### src/common/sws_pkg.sv
// Constants and carrier types for the selective wake SPI control block.
// Assumes a 100 MHz core clock and a host-driven SPI link sampled by that clock.
// Requirements of the document
// RQ1: Command executes within 6 us of chip select going high.
// RQ2: Host leaves 3 us between commands and keeps chip select high long enough.
// RQ3: Serial input is sampled at falling clock edges; host sets mode accordingly.
// RQ4: Each status-information bit is set when any bit of its register is set; the selective wake bit uses only its pattern and frame flags.
// RQ5: An 8-bit scratch register is written only by the host.
// RQ6: Wake, failure and diagnosis flags hold until the host clears them.
// RQ7: Selective wake registers exist only on variants with partial networking.
// RQ8: Config-valid flag clears on any selective wake change or config error.
// RQ9: After arming, status must show armed 1, sync 1, pattern 0, frame 0.
// RQ10: Any wake event disables the selective wake function.
// RQ11: Host checks and clears wake status before commanding sleep.
// RQ12: Host runs low-power entry right after enabling selective wake.
// RQ13: Host programs the frame length code equal to configured data bytes.
// RQ14: The identifier mask cannot mask the identifier-extension bit.
// RQ15: Host fills wake data bytes from the highest data register downward.
// RQ16: Host fills identifier registers from the highest register downward.
// RQ17: Host enables clock recovery with settings chosen for its baud rate.
// RQ18: Tolerance setting only for mixed networks at 500 kBit/s and 2 MBit/s.
// RQ19: Read-to-clear thermal prewarning flag, reset 0, set near critical temperature.
// RQ20: Read-to-clear supply undervoltage prewarning flag, reset 0, set below threshold.
// RQ21: Host returns to the normal receiver after leaving partial networking.
// RQ22: Control registers accept configuration while in normal mode.
// RQ23: A prewarning flag clears on read and sets again if still present.
`default_nettype none
package sws_pkg;
   localparam int CLK_PERIOD_NS = 10;
   localparam int EXEC_MAX_NS = 6000;
   localparam int EXEC_MAX_CYC = EXEC_MAX_NS / CLK_PERIOD_NS;
   localparam int FRAME_BITS = 16;
   localparam logic [6:0] ADDR_SCRATCH = 7'h00;
   localparam logic [6:0] ADDR_MODE = 7'h01;
   localparam logic [6:0] ADDR_SWK_BASE = 7'h10;
   localparam int SWK_N = 23;
   localparam int SWK_CTRL_IDX = 0;
   localparam int SWK_ID_IDX = 5;
   localparam int SWK_MASK_IDX = 9;
   localparam int SWK_DLC_IDX = 13;
   localparam int SWK_DATA_IDX = 14;
   localparam int SWK_FD_IDX = 22;
   localparam logic [6:0] ADDR_WAKE_ST = 7'h30;
   localparam logic [6:0] ADDR_FAIL_ST = 7'h31;
   localparam logic [6:0] ADDR_DIAG_ST = 7'h32;
   localparam logic [6:0] ADDR_SWK_ST = 7'h33;
   localparam int CTRL_EN_BIT = 0;
   localparam int CTRL_CFG_BIT = 5;
   localparam int DIAG_TPW_BIT = 0;
   localparam int DIAG_UV_BIT = 1;
   localparam int ST_ARMED_BIT = 0;
   localparam int ST_SYNC_BIT = 1;
   localparam int ST_WUP_BIT = 2;
   localparam int ST_WUF_BIT = 3;
   localparam logic [7:0] SCRATCH_RST = 8'h00;
   localparam logic [7:0] REG_RST = 8'h00;
   typedef enum logic [1:0] {SWS_NORMAL, SWS_STOP, SWS_SLEEP} sws_mode_t;
   typedef struct packed {
      logic enable;
      logic wake_rx_sel;
      logic cdr_en;
      logic fd_en;
      logic ide;
      logic [31:0] id;
      logic [31:0] id_mask;
      logic [3:0] dlc;
      logic [63:0] data;
      logic [31:0] recovery;
      logic [7:0] fd_tolerance_control;
   } sws_swk_cfg_t;
   typedef struct packed {
      logic sync_ok;
      logic wake_pattern_seen;
      logic wake_frame_seen;
      logic config_error;
   } sws_ph_evt_t;
endpackage
`default_nettype wire

### src/verilog/sws_spi_ctrl.sv
// SPI register port and selective wake control of the system basis chip.
// Assumes the host is SPI master; its clock, select and data are asynchronous pins.
`default_nettype none
module sws_spi_ctrl
   import sws_pkg::*;
#(
   parameter bit HAS_PN = 1'b1
) (
   input wire logic clk,
   input wire logic resetn,
   input wire logic chip_select_line_n,
   input wire logic spi_clk,
   input wire logic spi_mosi,
   output logic spi_miso_o,
   output logic spi_miso_oe,
   input wire logic [7:0] wake_src,
   input wire logic [7:0] fail_src,
   input wire logic thermal_near_limit,
   input wire logic main_supply_below_warn,
   input wire sws_ph_evt_t ph_evt,
   output sws_swk_cfg_t swk_cfg,
   output sws_mode_t mode
);
   logic [2:0] cs_s_r, ck_s_r, di_s_r;
   logic cs_q_r, ck_q_r, di_q_r;
   logic cs_fall, cs_rise, ck_fall, ck_rise;
   logic [4:0] bitcnt_r;
   logic [15:0] rx_r;
   logic [7:0] tx_r;
   logic exec;
   logic is_wr;
   logic [6:0] addr;
   logic [7:0] wdata;
   logic [7:0] scratch_r;
   logic [7:0] swk_r [SWK_N];
   logic swk_en_r, cfg_valid_r;
   logic [7:0] wake_st_r, fail_st_r, diag_st_r, swk_st_r;
   logic [3:0] status_info;
   logic [7:0] rd_data;
   logic swk_hit, wake_evt;
   logic [6:0] swk_idx;
   logic [6:0] rx_addr;

   // Pins pass three flops; a level is accepted once the second and third agree.
   always_ff @(posedge clk or negedge resetn) begin
      if (!resetn) begin
         cs_s_r <= 3'h7;
         ck_s_r <= 3'h0;
         di_s_r <= 3'h0;
      end else begin
         cs_s_r <= {cs_s_r[1:0], chip_select_line_n};
         ck_s_r <= {ck_s_r[1:0], spi_clk};
         di_s_r <= {di_s_r[1:0], spi_mosi};
      end
   end

   always_ff @(posedge clk or negedge resetn) begin
      if (!resetn) begin
         cs_q_r <= 1'b1;
         ck_q_r <= 1'b0;
         di_q_r <= 1'b0;
      end else begin
         if (cs_s_r[1] == cs_s_r[2]) cs_q_r <= cs_s_r[2];
         if (ck_s_r[1] == ck_s_r[2]) ck_q_r <= ck_s_r[2];
         if (di_s_r[1] == di_s_r[2]) di_q_r <= di_s_r[2];
      end
   end

   assign cs_fall = cs_q_r && (cs_s_r[1] == cs_s_r[2]) && !cs_s_r[2];
   assign cs_rise = !cs_q_r && (cs_s_r[1] == cs_s_r[2]) && cs_s_r[2];
   assign ck_fall = !cs_q_r && ck_q_r && (ck_s_r[1] == ck_s_r[2]) && !ck_s_r[2];
   assign ck_rise = !cs_q_r && !ck_q_r && (ck_s_r[1] == ck_s_r[2]) && ck_s_r[2];

   // Receive on falling edges, shift the answer out on rising edges, MSB first.
   // The first rise keeps the preloaded bit, so the host reads every bit at a falling edge.
   always_ff @(posedge clk or negedge resetn) begin
      if (!resetn) begin
         bitcnt_r <= 5'h00;
         rx_r <= 16'h0000;
         tx_r <= 8'h00;
      end else if (cs_fall) begin
         bitcnt_r <= 5'h00;
         tx_r <= {4'h0, status_info};
      end else if (ck_fall && bitcnt_r < 5'(FRAME_BITS)) begin
         rx_r <= {rx_r[14:0], di_q_r}; // RQ3
         bitcnt_r <= bitcnt_r + 5'h01;
      end else if (ck_rise && bitcnt_r != 5'h00) begin
         tx_r <= (bitcnt_r == 5'h08) ? rd_data : {tx_r[6:0], 1'b0};
      end
   end

   assign spi_miso_o = tx_r[7];
   assign spi_miso_oe = !cs_q_r;

   // Only complete frames run, in the cycle chip select is seen high.
   assign exec = cs_rise && (bitcnt_r == 5'(FRAME_BITS)); // RQ1
   assign is_wr = rx_r[15];
   assign addr = rx_r[14:8];
   assign wdata = rx_r[7:0];
   // After the first eight bits the address byte sits in the low bits of the shift register.
   assign rx_addr = (bitcnt_r == 5'h08) ? rx_r[6:0] : addr;
   assign swk_idx = rx_addr - ADDR_SWK_BASE;
   assign swk_hit = HAS_PN && rx_addr >= ADDR_SWK_BASE
                    && rx_addr < ADDR_SWK_BASE + 7'(SWK_N); // RQ7
   assign wake_evt = (|wake_src) || ph_evt.wake_frame_seen || ph_evt.wake_pattern_seen;

   assign status_info = {|swk_st_r[ST_WUF_BIT:ST_WUP_BIT], |diag_st_r,
                         |fail_st_r, |wake_st_r}; // RQ4

   always_comb begin
      rd_data = 8'h00;
      if (rx_addr == ADDR_SCRATCH) rd_data = scratch_r;
      else if (rx_addr == ADDR_MODE) rd_data = {6'h00, mode};
      else if (rx_addr == ADDR_WAKE_ST) rd_data = wake_st_r;
      else if (rx_addr == ADDR_FAIL_ST) rd_data = fail_st_r;
      else if (rx_addr == ADDR_DIAG_ST) rd_data = diag_st_r;
      else if (rx_addr == ADDR_SWK_ST && HAS_PN) rd_data = swk_st_r;
      else if (swk_hit && swk_idx == 7'(SWK_CTRL_IDX))
         rd_data = {2'h0, cfg_valid_r, swk_r[SWK_CTRL_IDX][4:1], swk_en_r};
      else if (swk_hit) rd_data = swk_r[swk_idx[4:0]];
   end

   always_ff @(posedge clk or negedge resetn) begin
      if (!resetn) mode <= SWS_NORMAL;
      else if (exec && is_wr && addr == ADDR_MODE) begin
         case (wdata[1:0])
            2'h1: mode <= SWS_STOP;
            2'h2: mode <= SWS_SLEEP;
            default: mode <= SWS_NORMAL;
         endcase
      end
   end

   // The scratch byte changes only by a host write in normal mode.
   always_ff @(posedge clk or negedge resetn) begin
      if (!resetn) scratch_r <= SCRATCH_RST;
      else if (exec && is_wr && addr == ADDR_SCRATCH && mode == SWS_NORMAL)
         scratch_r <= wdata; // RQ5 RQ22
   end

   genvar gi;
   generate
      for (gi = 0; gi < SWK_N; gi++) begin : g_swk
         always_ff @(posedge clk or negedge resetn) begin
            if (!resetn) swk_r[gi] <= REG_RST;
            else if (exec && is_wr && swk_hit && swk_idx == 7'(gi) && mode == SWS_NORMAL)
               swk_r[gi] <= wdata; // RQ22
         end
      end
   endgenerate

   // A wake event overrides a host enable in the same cycle.
   always_ff @(posedge clk or negedge resetn) begin
      if (!resetn) swk_en_r <= 1'b0;
      else if (!HAS_PN || wake_evt) swk_en_r <= 1'b0; // RQ10 RQ7
      else if (exec && is_wr && swk_hit && swk_idx == 7'(SWK_CTRL_IDX) && mode == SWS_NORMAL)
         swk_en_r <= wdata[CTRL_EN_BIT];
   end

   // Any selective wake write drops validity unless it sets the valid bit itself.
   always_ff @(posedge clk or negedge resetn) begin
      if (!resetn) cfg_valid_r <= 1'b0;
      else if (ph_evt.config_error) cfg_valid_r <= 1'b0; // RQ8
      else if (exec && is_wr && swk_hit && mode == SWS_NORMAL)
         cfg_valid_r <= swk_idx == 7'(SWK_CTRL_IDX) && wdata[CTRL_CFG_BIT]; // RQ8
   end

   // Sticky flags: write 1 to clear, and a new event in the same cycle wins.
   always_ff @(posedge clk or negedge resetn) begin
      if (!resetn) begin
         wake_st_r <= REG_RST;
         fail_st_r <= REG_RST;
      end else begin
         wake_st_r <= (wake_st_r & ~((exec && is_wr && addr == ADDR_WAKE_ST) ? wdata : 8'h00))
                      | wake_src; // RQ6
         fail_st_r <= (fail_st_r & ~((exec && is_wr && addr == ADDR_FAIL_ST) ? wdata : 8'h00))
                      | fail_src; // RQ6
      end
   end

   // Prewarnings clear when read and set again while the condition lasts.
   always_ff @(posedge clk or negedge resetn) begin
      if (!resetn) diag_st_r <= REG_RST;
      else begin
         diag_st_r <= (diag_st_r & ~((exec && !is_wr && addr == ADDR_DIAG_ST) ? 8'hFF : 8'h00))
                      | {6'h00, main_supply_below_warn, thermal_near_limit}; // RQ19 RQ20 RQ23
      end
   end

   always_ff @(posedge clk or negedge resetn) begin
      if (!resetn) swk_st_r <= REG_RST;
      else if (!HAS_PN) swk_st_r <= REG_RST; // RQ7
      else begin
         swk_st_r[ST_ARMED_BIT] <= swk_en_r && cfg_valid_r; // RQ9
         swk_st_r[ST_SYNC_BIT] <= ph_evt.sync_ok; // RQ9
         swk_st_r[ST_WUP_BIT] <= ph_evt.wake_pattern_seen || (swk_st_r[ST_WUP_BIT]
            && !(exec && is_wr && addr == ADDR_SWK_ST && wdata[ST_WUP_BIT]));
         swk_st_r[ST_WUF_BIT] <= ph_evt.wake_frame_seen || (swk_st_r[ST_WUF_BIT]
            && !(exec && is_wr && addr == ADDR_SWK_ST && wdata[ST_WUF_BIT]));
         swk_st_r[7:4] <= 4'h0;
      end
   end

   // The identifier-extension bit comes from the control byte and has no mask bit.
   always_comb begin
      swk_cfg.enable = swk_en_r && cfg_valid_r;
      swk_cfg.wake_rx_sel = swk_r[SWK_CTRL_IDX][1];
      swk_cfg.cdr_en = swk_r[SWK_CTRL_IDX][2];
      swk_cfg.fd_en = swk_r[SWK_CTRL_IDX][3];
      swk_cfg.ide = swk_r[SWK_CTRL_IDX][4]; // RQ14
      swk_cfg.id = {swk_r[SWK_ID_IDX+3], swk_r[SWK_ID_IDX+2], swk_r[SWK_ID_IDX+1], swk_r[SWK_ID_IDX]};
      swk_cfg.id_mask = {swk_r[SWK_MASK_IDX+3], swk_r[SWK_MASK_IDX+2],
                         swk_r[SWK_MASK_IDX+1], swk_r[SWK_MASK_IDX]};
      swk_cfg.dlc = swk_r[SWK_DLC_IDX][3:0];
      swk_cfg.data = {swk_r[SWK_DATA_IDX+7], swk_r[SWK_DATA_IDX+6], swk_r[SWK_DATA_IDX+5],
                      swk_r[SWK_DATA_IDX+4], swk_r[SWK_DATA_IDX+3], swk_r[SWK_DATA_IDX+2],
                      swk_r[SWK_DATA_IDX+1], swk_r[SWK_DATA_IDX]};
      swk_cfg.recovery = {swk_r[4], swk_r[3], swk_r[2], swk_r[1]};
      swk_cfg.fd_tolerance_control = swk_r[SWK_FD_IDX];
   end

   property p_exec_in_time;
      @(posedge clk) disable iff (!resetn)
      $rose(chip_select_line_n) && bitcnt_r == 5'(FRAME_BITS) |-> ##[1:6] exec ##1 !spi_miso_oe;
   endproperty
   a_exec_in_time: assert property (p_exec_in_time) else $error("command late"); // RQ1

   property p_fall_sample;
      @(posedge clk) disable iff (!resetn)
      ck_fall && bitcnt_r < 5'(FRAME_BITS) |=> rx_r[0] == $past(di_q_r);
   endproperty
   a_fall_sample: assert property (p_fall_sample) else $error("bit not sampled"); // RQ3

   property p_info_load;
      @(posedge clk) disable iff (!resetn)
      cs_fall && (|wake_st_r) |=> tx_r[0];
   endproperty
   a_info_load: assert property (p_info_load) else $error("info bit missing"); // RQ4

   property p_scratch_hold;
      @(posedge clk) disable iff (!resetn)
      !(exec && is_wr && addr == ADDR_SCRATCH && mode == SWS_NORMAL) |=> $stable(scratch_r);
   endproperty
   a_scratch_hold: assert property (p_scratch_hold) else $error("scratch changed"); // RQ5

   property p_wake_sticky;
      @(posedge clk) disable iff (!resetn)
      !(exec && is_wr && addr == ADDR_WAKE_ST) ##1 1'b1 |-> (wake_st_r & $past(wake_st_r)) == $past(wake_st_r);
   endproperty
   a_wake_sticky: assert property (p_wake_sticky) else $error("wake flag lost"); // RQ6

   property p_pn_absent;
      @(posedge clk) disable iff (!resetn)
      !HAS_PN |=> !swk_en_r && swk_st_r == 8'h00;
   endproperty
   a_pn_absent: assert property (p_pn_absent) else $error("swk present"); // RQ7

   property p_cfg_err;
      @(posedge clk) disable iff (!resetn)
      ph_evt.config_error |=> !cfg_valid_r ##1 !swk_st_r[ST_ARMED_BIT];
   endproperty
   a_cfg_err: assert property (p_cfg_err) else $error("valid kept"); // RQ8

   property p_wake_off;
      @(posedge clk) disable iff (!resetn)
      wake_evt |=> !swk_en_r ##1 !swk_cfg.enable;
   endproperty
   a_wake_off: assert property (p_wake_off) else $error("swk still on"); // RQ10

   property p_tpw_set;
      @(posedge clk) disable iff (!resetn)
      thermal_near_limit |=> diag_st_r[DIAG_TPW_BIT];
   endproperty
   a_tpw_set: assert property (p_tpw_set) else $error("prewarn missed"); // RQ19

   property p_rc_clear;
      @(posedge clk) disable iff (!resetn)
      exec && !is_wr && addr == ADDR_DIAG_ST && !main_supply_below_warn |=> !diag_st_r[DIAG_UV_BIT];
   endproperty
   a_rc_clear: assert property (p_rc_clear) else $error("no read clear"); // RQ20 RQ23

   c_write: cover property (@(posedge clk) disable iff (!resetn) exec && is_wr);
   c_diag_read: cover property (@(posedge clk) disable iff (!resetn)
      exec && !is_wr && addr == ADDR_DIAG_ST);
   c_armed_wake: cover property (@(posedge clk) disable iff (!resetn) swk_en_r && wake_evt);
endmodule
`default_nettype wire
### config.mk
export PLATFORM = sky130hd
export DESIGN_NAME = sws_spi_ctrl
export DESIGN_NICKNAME = d
export VERILOG_FILES = /design/src/common/sws_pkg.sv /design/src/verilog/sws_spi_ctrl.sv
export SDC_FILE = /design/constraint.sdc
export NUM_CORES = 1
export LEC_CHECK = 0
export BUFFER_PORTS_ARGS = -buffer_cell sky130_fd_sc_hd__buf_2
export CAP_MARGIN = 40
export CORE_ASPECT_RATIO = 1.25
export CORE_MARGIN = 2
export CORE_UTILIZATION = 52
export DETAILED_ROUTE_END_ITERATION = 10
export GPL_TIMING_DRIVEN = 1
export PLACE_DENSITY = 0.77
export SETUP_SLACK_MARGIN = 0.02
export SLEW_MARGIN = 20
export SYNTH_ARGS = -nofsm -noshare
export SYNTH_HDL_FRONTEND = slang
export SYNTH_SLANG_ARGS = --single-unit
export TNS_END_PERCENT = 20
### constraint.sdc
create_clock -name clk -period 2.7 [get_ports clk]
set_input_delay 0.405 -clock clk [delete_from_list [all_inputs] [get_ports clk]]
set_output_delay 0.405 -clock clk [all_outputs]
set_load 0.005 [all_outputs]
==> impl_metrics.env <==
export IMPL_status="finished with violations"
export IMPL_violations="negative setup slack"
export IMPL_routed_via_count=11010
export IMPL_grt_pass1_vias=11220
export IMPL_post_drt_wl_per_cell_um=25.99
export IMPL_initial_utilization_pct=53.11
export IMPL_fin_util_pct=64.91
export IMPL_syn_to_final_growth_pct=22.22
export IMPL_drt_iter0_markers=902
export IMPL_antenna_found_initial=1
export IMPL_hp_class="primary input to flop"
export IMPL_drc=0
export IMPL_yosys_cell_types_count=79
export IMPL_grt_pass1_wl_um=69350
export IMPL_syn_area_per_cell_um2=11.49
export IMPL_dp_hpwl_um=33740
export IMPL_cts_root_buf="clkbuf_16"
export IMPL_io_pins=208
export IMPL_die_h_um=189.6
export IMPL_peakVddDrop_v=0.0004995
export IMPL_dieArea_um2=28920
export IMPL_startpoint_type="flop"
export IMPL_syn_inst=1248
export IMPL_finalMaxSlewViolations=0
export IMPL_final_hold_violation_count=0
export IMPL_synthFlopType="dfrtp_1"
export IMPL_cts_buffer_depth=3
export IMPL_die_w_um=152.5
export IMPL_finalCriticalPeriod_ps=2874
export IMPL_synthAdderAreaFrac_pct=0.3840
export IMPL_synth_top_family_by_area="multiplexers"
export IMPL_finalPower_mw=9.054
export IMPL_cap_violations=0
export IMPL_core_rowCount=67
export IMPL_drive_above_1_share_pct=53.09
export IMPL_num_nets_final=1463
export IMPL_syn_area_um2=14330
export IMPL_insertion_delay_ps=550
export IMPL_setup_ws_ps=-174.4
export IMPL_ant_nets=0
export IMPL_synth_edf_count=0
export IMPL_cp_end_kind="flop"
export IMPL_crit_fanout=8
export IMPL_worstMarginPinSlew_ps=654.7
export IMPL_grt_max_degree=78
export IMPL_synth_simple_area_share_pct=9.444
export IMPL_path_clk_slew_ps=70
export IMPL_synth_compound_area_share_pct=8.946
export IMPL_numPortBuffers=207
export IMPL_critPathRequiredTime_ps=3110
export IMPL_ys_async_sr_fraction_pct=100.0
export IMPL_routabilityCongestion=0.9643
export IMPL_rsz0062_at_grt="true"
export IMPL_finalCritPeriodShare_pct=106.5
export IMPL_ys_ff_latch=265
export IMPL_p_leak_nw=8.451
export IMPL_yosysWarnings=0
export IMPL_wirelength_um=46830
export IMPL_synth_seq_area_share_pct=46.29
export IMPL_fmax_mhz=347.9
export IMPL_core_um2=26990
export IMPL_overflow=0
export IMPL_critPathKind="flop to flop"
export IMPL_viasPerCell=6.110
export IMPL_cts_tree="yes"
export IMPL_muxShareOfSynthArea_pct=22.85
export IMPL_maxSlewHeadroom_pct=55.11
export IMPL_syn_num_nets=1277
export IMPL_detailedPlace_worstSlack_ps=-418.4
export IMPL_clock_sinks=265
export IMPL_p_per_area_nw_per_um2=516.8
export IMPL_fin_skew_ps=8.943
export IMPL_h_tree_depth=1
export IMPL_firstDrtPassIters=5
export IMPL_setup_violations=17
export IMPL_cts_made_buffers=28
export IMPL_cp_arrival_ps=3280
export IMPL_grt_use_total_pct=31.19
export IMPL_synth_xor_area_share_pct=0.1222
[synth_stat cells, drive strengths merged, types with 3 or more instances]
cell type / count / area (µm²)
o21ai: 15 / 75.07
nor3: 16 / 101.4
a221o: 4 / 40.04
nand3: 16 / 80.08
a22oi: 8 / 60.06
a41oi: 3 / 26.28
clkbuf: 36 / 135.1
maj3: 3 / 30.03
nor4b: 5 / 43.79
a211o: 3 / 26.28
nand3b: 3 / 22.52
mux2: 226 / 2552
dfstp: 4 / 105.1
or4: 3 / 22.52
buf: 210 / 1545
o211ai: 6 / 55.05
o31ai: 3 / 22.52
a31oi: 11 / 68.82
inv: 9 / 33.78
a311oi: 5 / 43.79
mux4: 10 / 229.0
o22ai: 13 / 81.33
or3: 4 / 25.02
a21o: 20 / 150.1
nand4: 6 / 37.54
nor4: 18 / 142.6
a22o: 4 / 35.03
nand2b: 5 / 33.78
nor2b: 9 / 56.30
nand2: 107 / 414.2
nor2: 56 / 262.7
a21oi: 44 / 220.2
dfrtp: 261 / 6531
o221ai: 8 / 70.07
a211oi: 6 / 45.04
a221oi: 7 / 67.56
mux2i: 44 / 494.2
a2111oi: 3 / 45.05
and2: 4 / 25.02
[placed cells by master (no fill, tap or decap), types with 6 or more instances in the layout]
cell / instances
mux4_2: 10
clkbuf_16: 32
buf_4: 139
nor2_4: 12
clkinv_2: 7
inv_1: 8
a21oi_1: 38
a22oi_1: 8
nor2_2: 6
nand3_1: 15
nor3_1: 10
o21ai_0: 13
buf_6: 20
o22ai_1: 10
mux2_2: 194
mux2i_1: 33
nor4_1: 13
clkbuf_1: 6
nor2_1: 38
nor2b_1: 9
nand4_1: 6
a21o_1: 20
o221ai_1: 6
dfrtp_1: 261
buf_12: 23
a31oi_1: 8
mux2i_2: 6
mux2_4: 33
buf_2: 207
nand2_1: 100
[final cells by class]
class	instances	area, µm²
antenna	1	2.502
clock buffer	40	817.0
fill	2043	9473
tap	345	431.7
timing repair buffer	401	2950
sequential	265	6636
inverter	9	33.78
multi-input combinational	729	6531
clock inverter	12	117.6
[worst max-delay path: stages, from the launching register on]
cell,delay [ps]
dfrtp_1,390
inv_1,70
ha_2,190
and4bb_4,310
mux2_4,390
clkbuf_16,200
buf_12,140
mux2_2,280
o22a_1,230
a31oi_1,260
o211a_1,200
o21ai_1,70
[logic make-up after synthesis]
family,Yosys count
buf+inv,255
flops,265
mux,280
xor+xnor,2
simple gates,262
fa+ha+maj,5
compound gates,179
[per-stage QoR]
stage,setup TNS [ps],instances,hold slack (ps),area (µm²)
after floorplan,0,1248,109.4,14330
after CTS,-1608,1795,23.74,17130
after global routing,-4028,1801,35.95,17520
after global placement,-17130,1719,348.4,15620
final,-1159,1802,37.33,17520
after detailed placement,-25680,1719,337.8,15620
[where the power goes]
part | total (mW) | switching (mW) | leakage, nW | internal, mW
clock network | 3.90 | 1.61 | 0.456 | 2.29
registers | 4.16 | 0.125 | 3.55 | 4.03
logic | 0.991 | 0.660 | 4.44 | 0.331
total | 9.05 | 2.40 | 8.45 | 6.66
[path summary, 6_finish.rpt]
kind	from	end	slack (ps)	depth (start not counted)
worst min-delay path	fail_src[2]	fail_st_r[2]	40	2
worst min register to register	ck_s_r[0]	ck_s_r[1]	360	0
worst max register to register	bitcnt_r[0]	tx_r[4]	-170	11
max in group asynchronous	resetn	wake_st_r[5]	1480	3
min in group asynchronous	resetn	di_s_r[0]	450	2
worst max-delay path	bitcnt_r[0]	tx_r[4]	-170	11
[per-layer routing]
layer | GRT usage, % | vias up | routed length (µm)
met2 | 54.26 | 552 | 23730
met3 | 5.125 | 156 | 3047
met5 | 0 | - | 0
met1 | 37.48 | 5582 | 17320
met4 | 16.17 | 0 | 2731
li1 | - | 4720 | -
[sequential cells by signal (all words and copies together) (netlist names)]
register and cells:
swk_en_r 1, rx_r 16, swk_st_r 4, di_q_r 1, cs_s_r 3, mode 2
fail_st_r 8, ck_s_r 3, diag_st_r 8, wake_st_r 8, tx_r 8, di_s_r 3
ck_q_r 1, swk_r 8, cs_q_r 1, swk_cfg 176, cfg_valid_r 1, scratch_r 8
bitcnt_r 5
[repair_timing]
| action | CTS | global route |
|---|---|---|
| hold endpoints to repair | 72 | 0 |
| setup buffers | 16 | 5 |
| gates cloned | 3 | 3 |
| setup endpoints to repair | 194 | 191 |
| resized for setup | 75 | 66 |
| pin swaps | 23 | 23 |
| hold buffers | 5 | 0 |
Power figures use the tool's default switching activity.
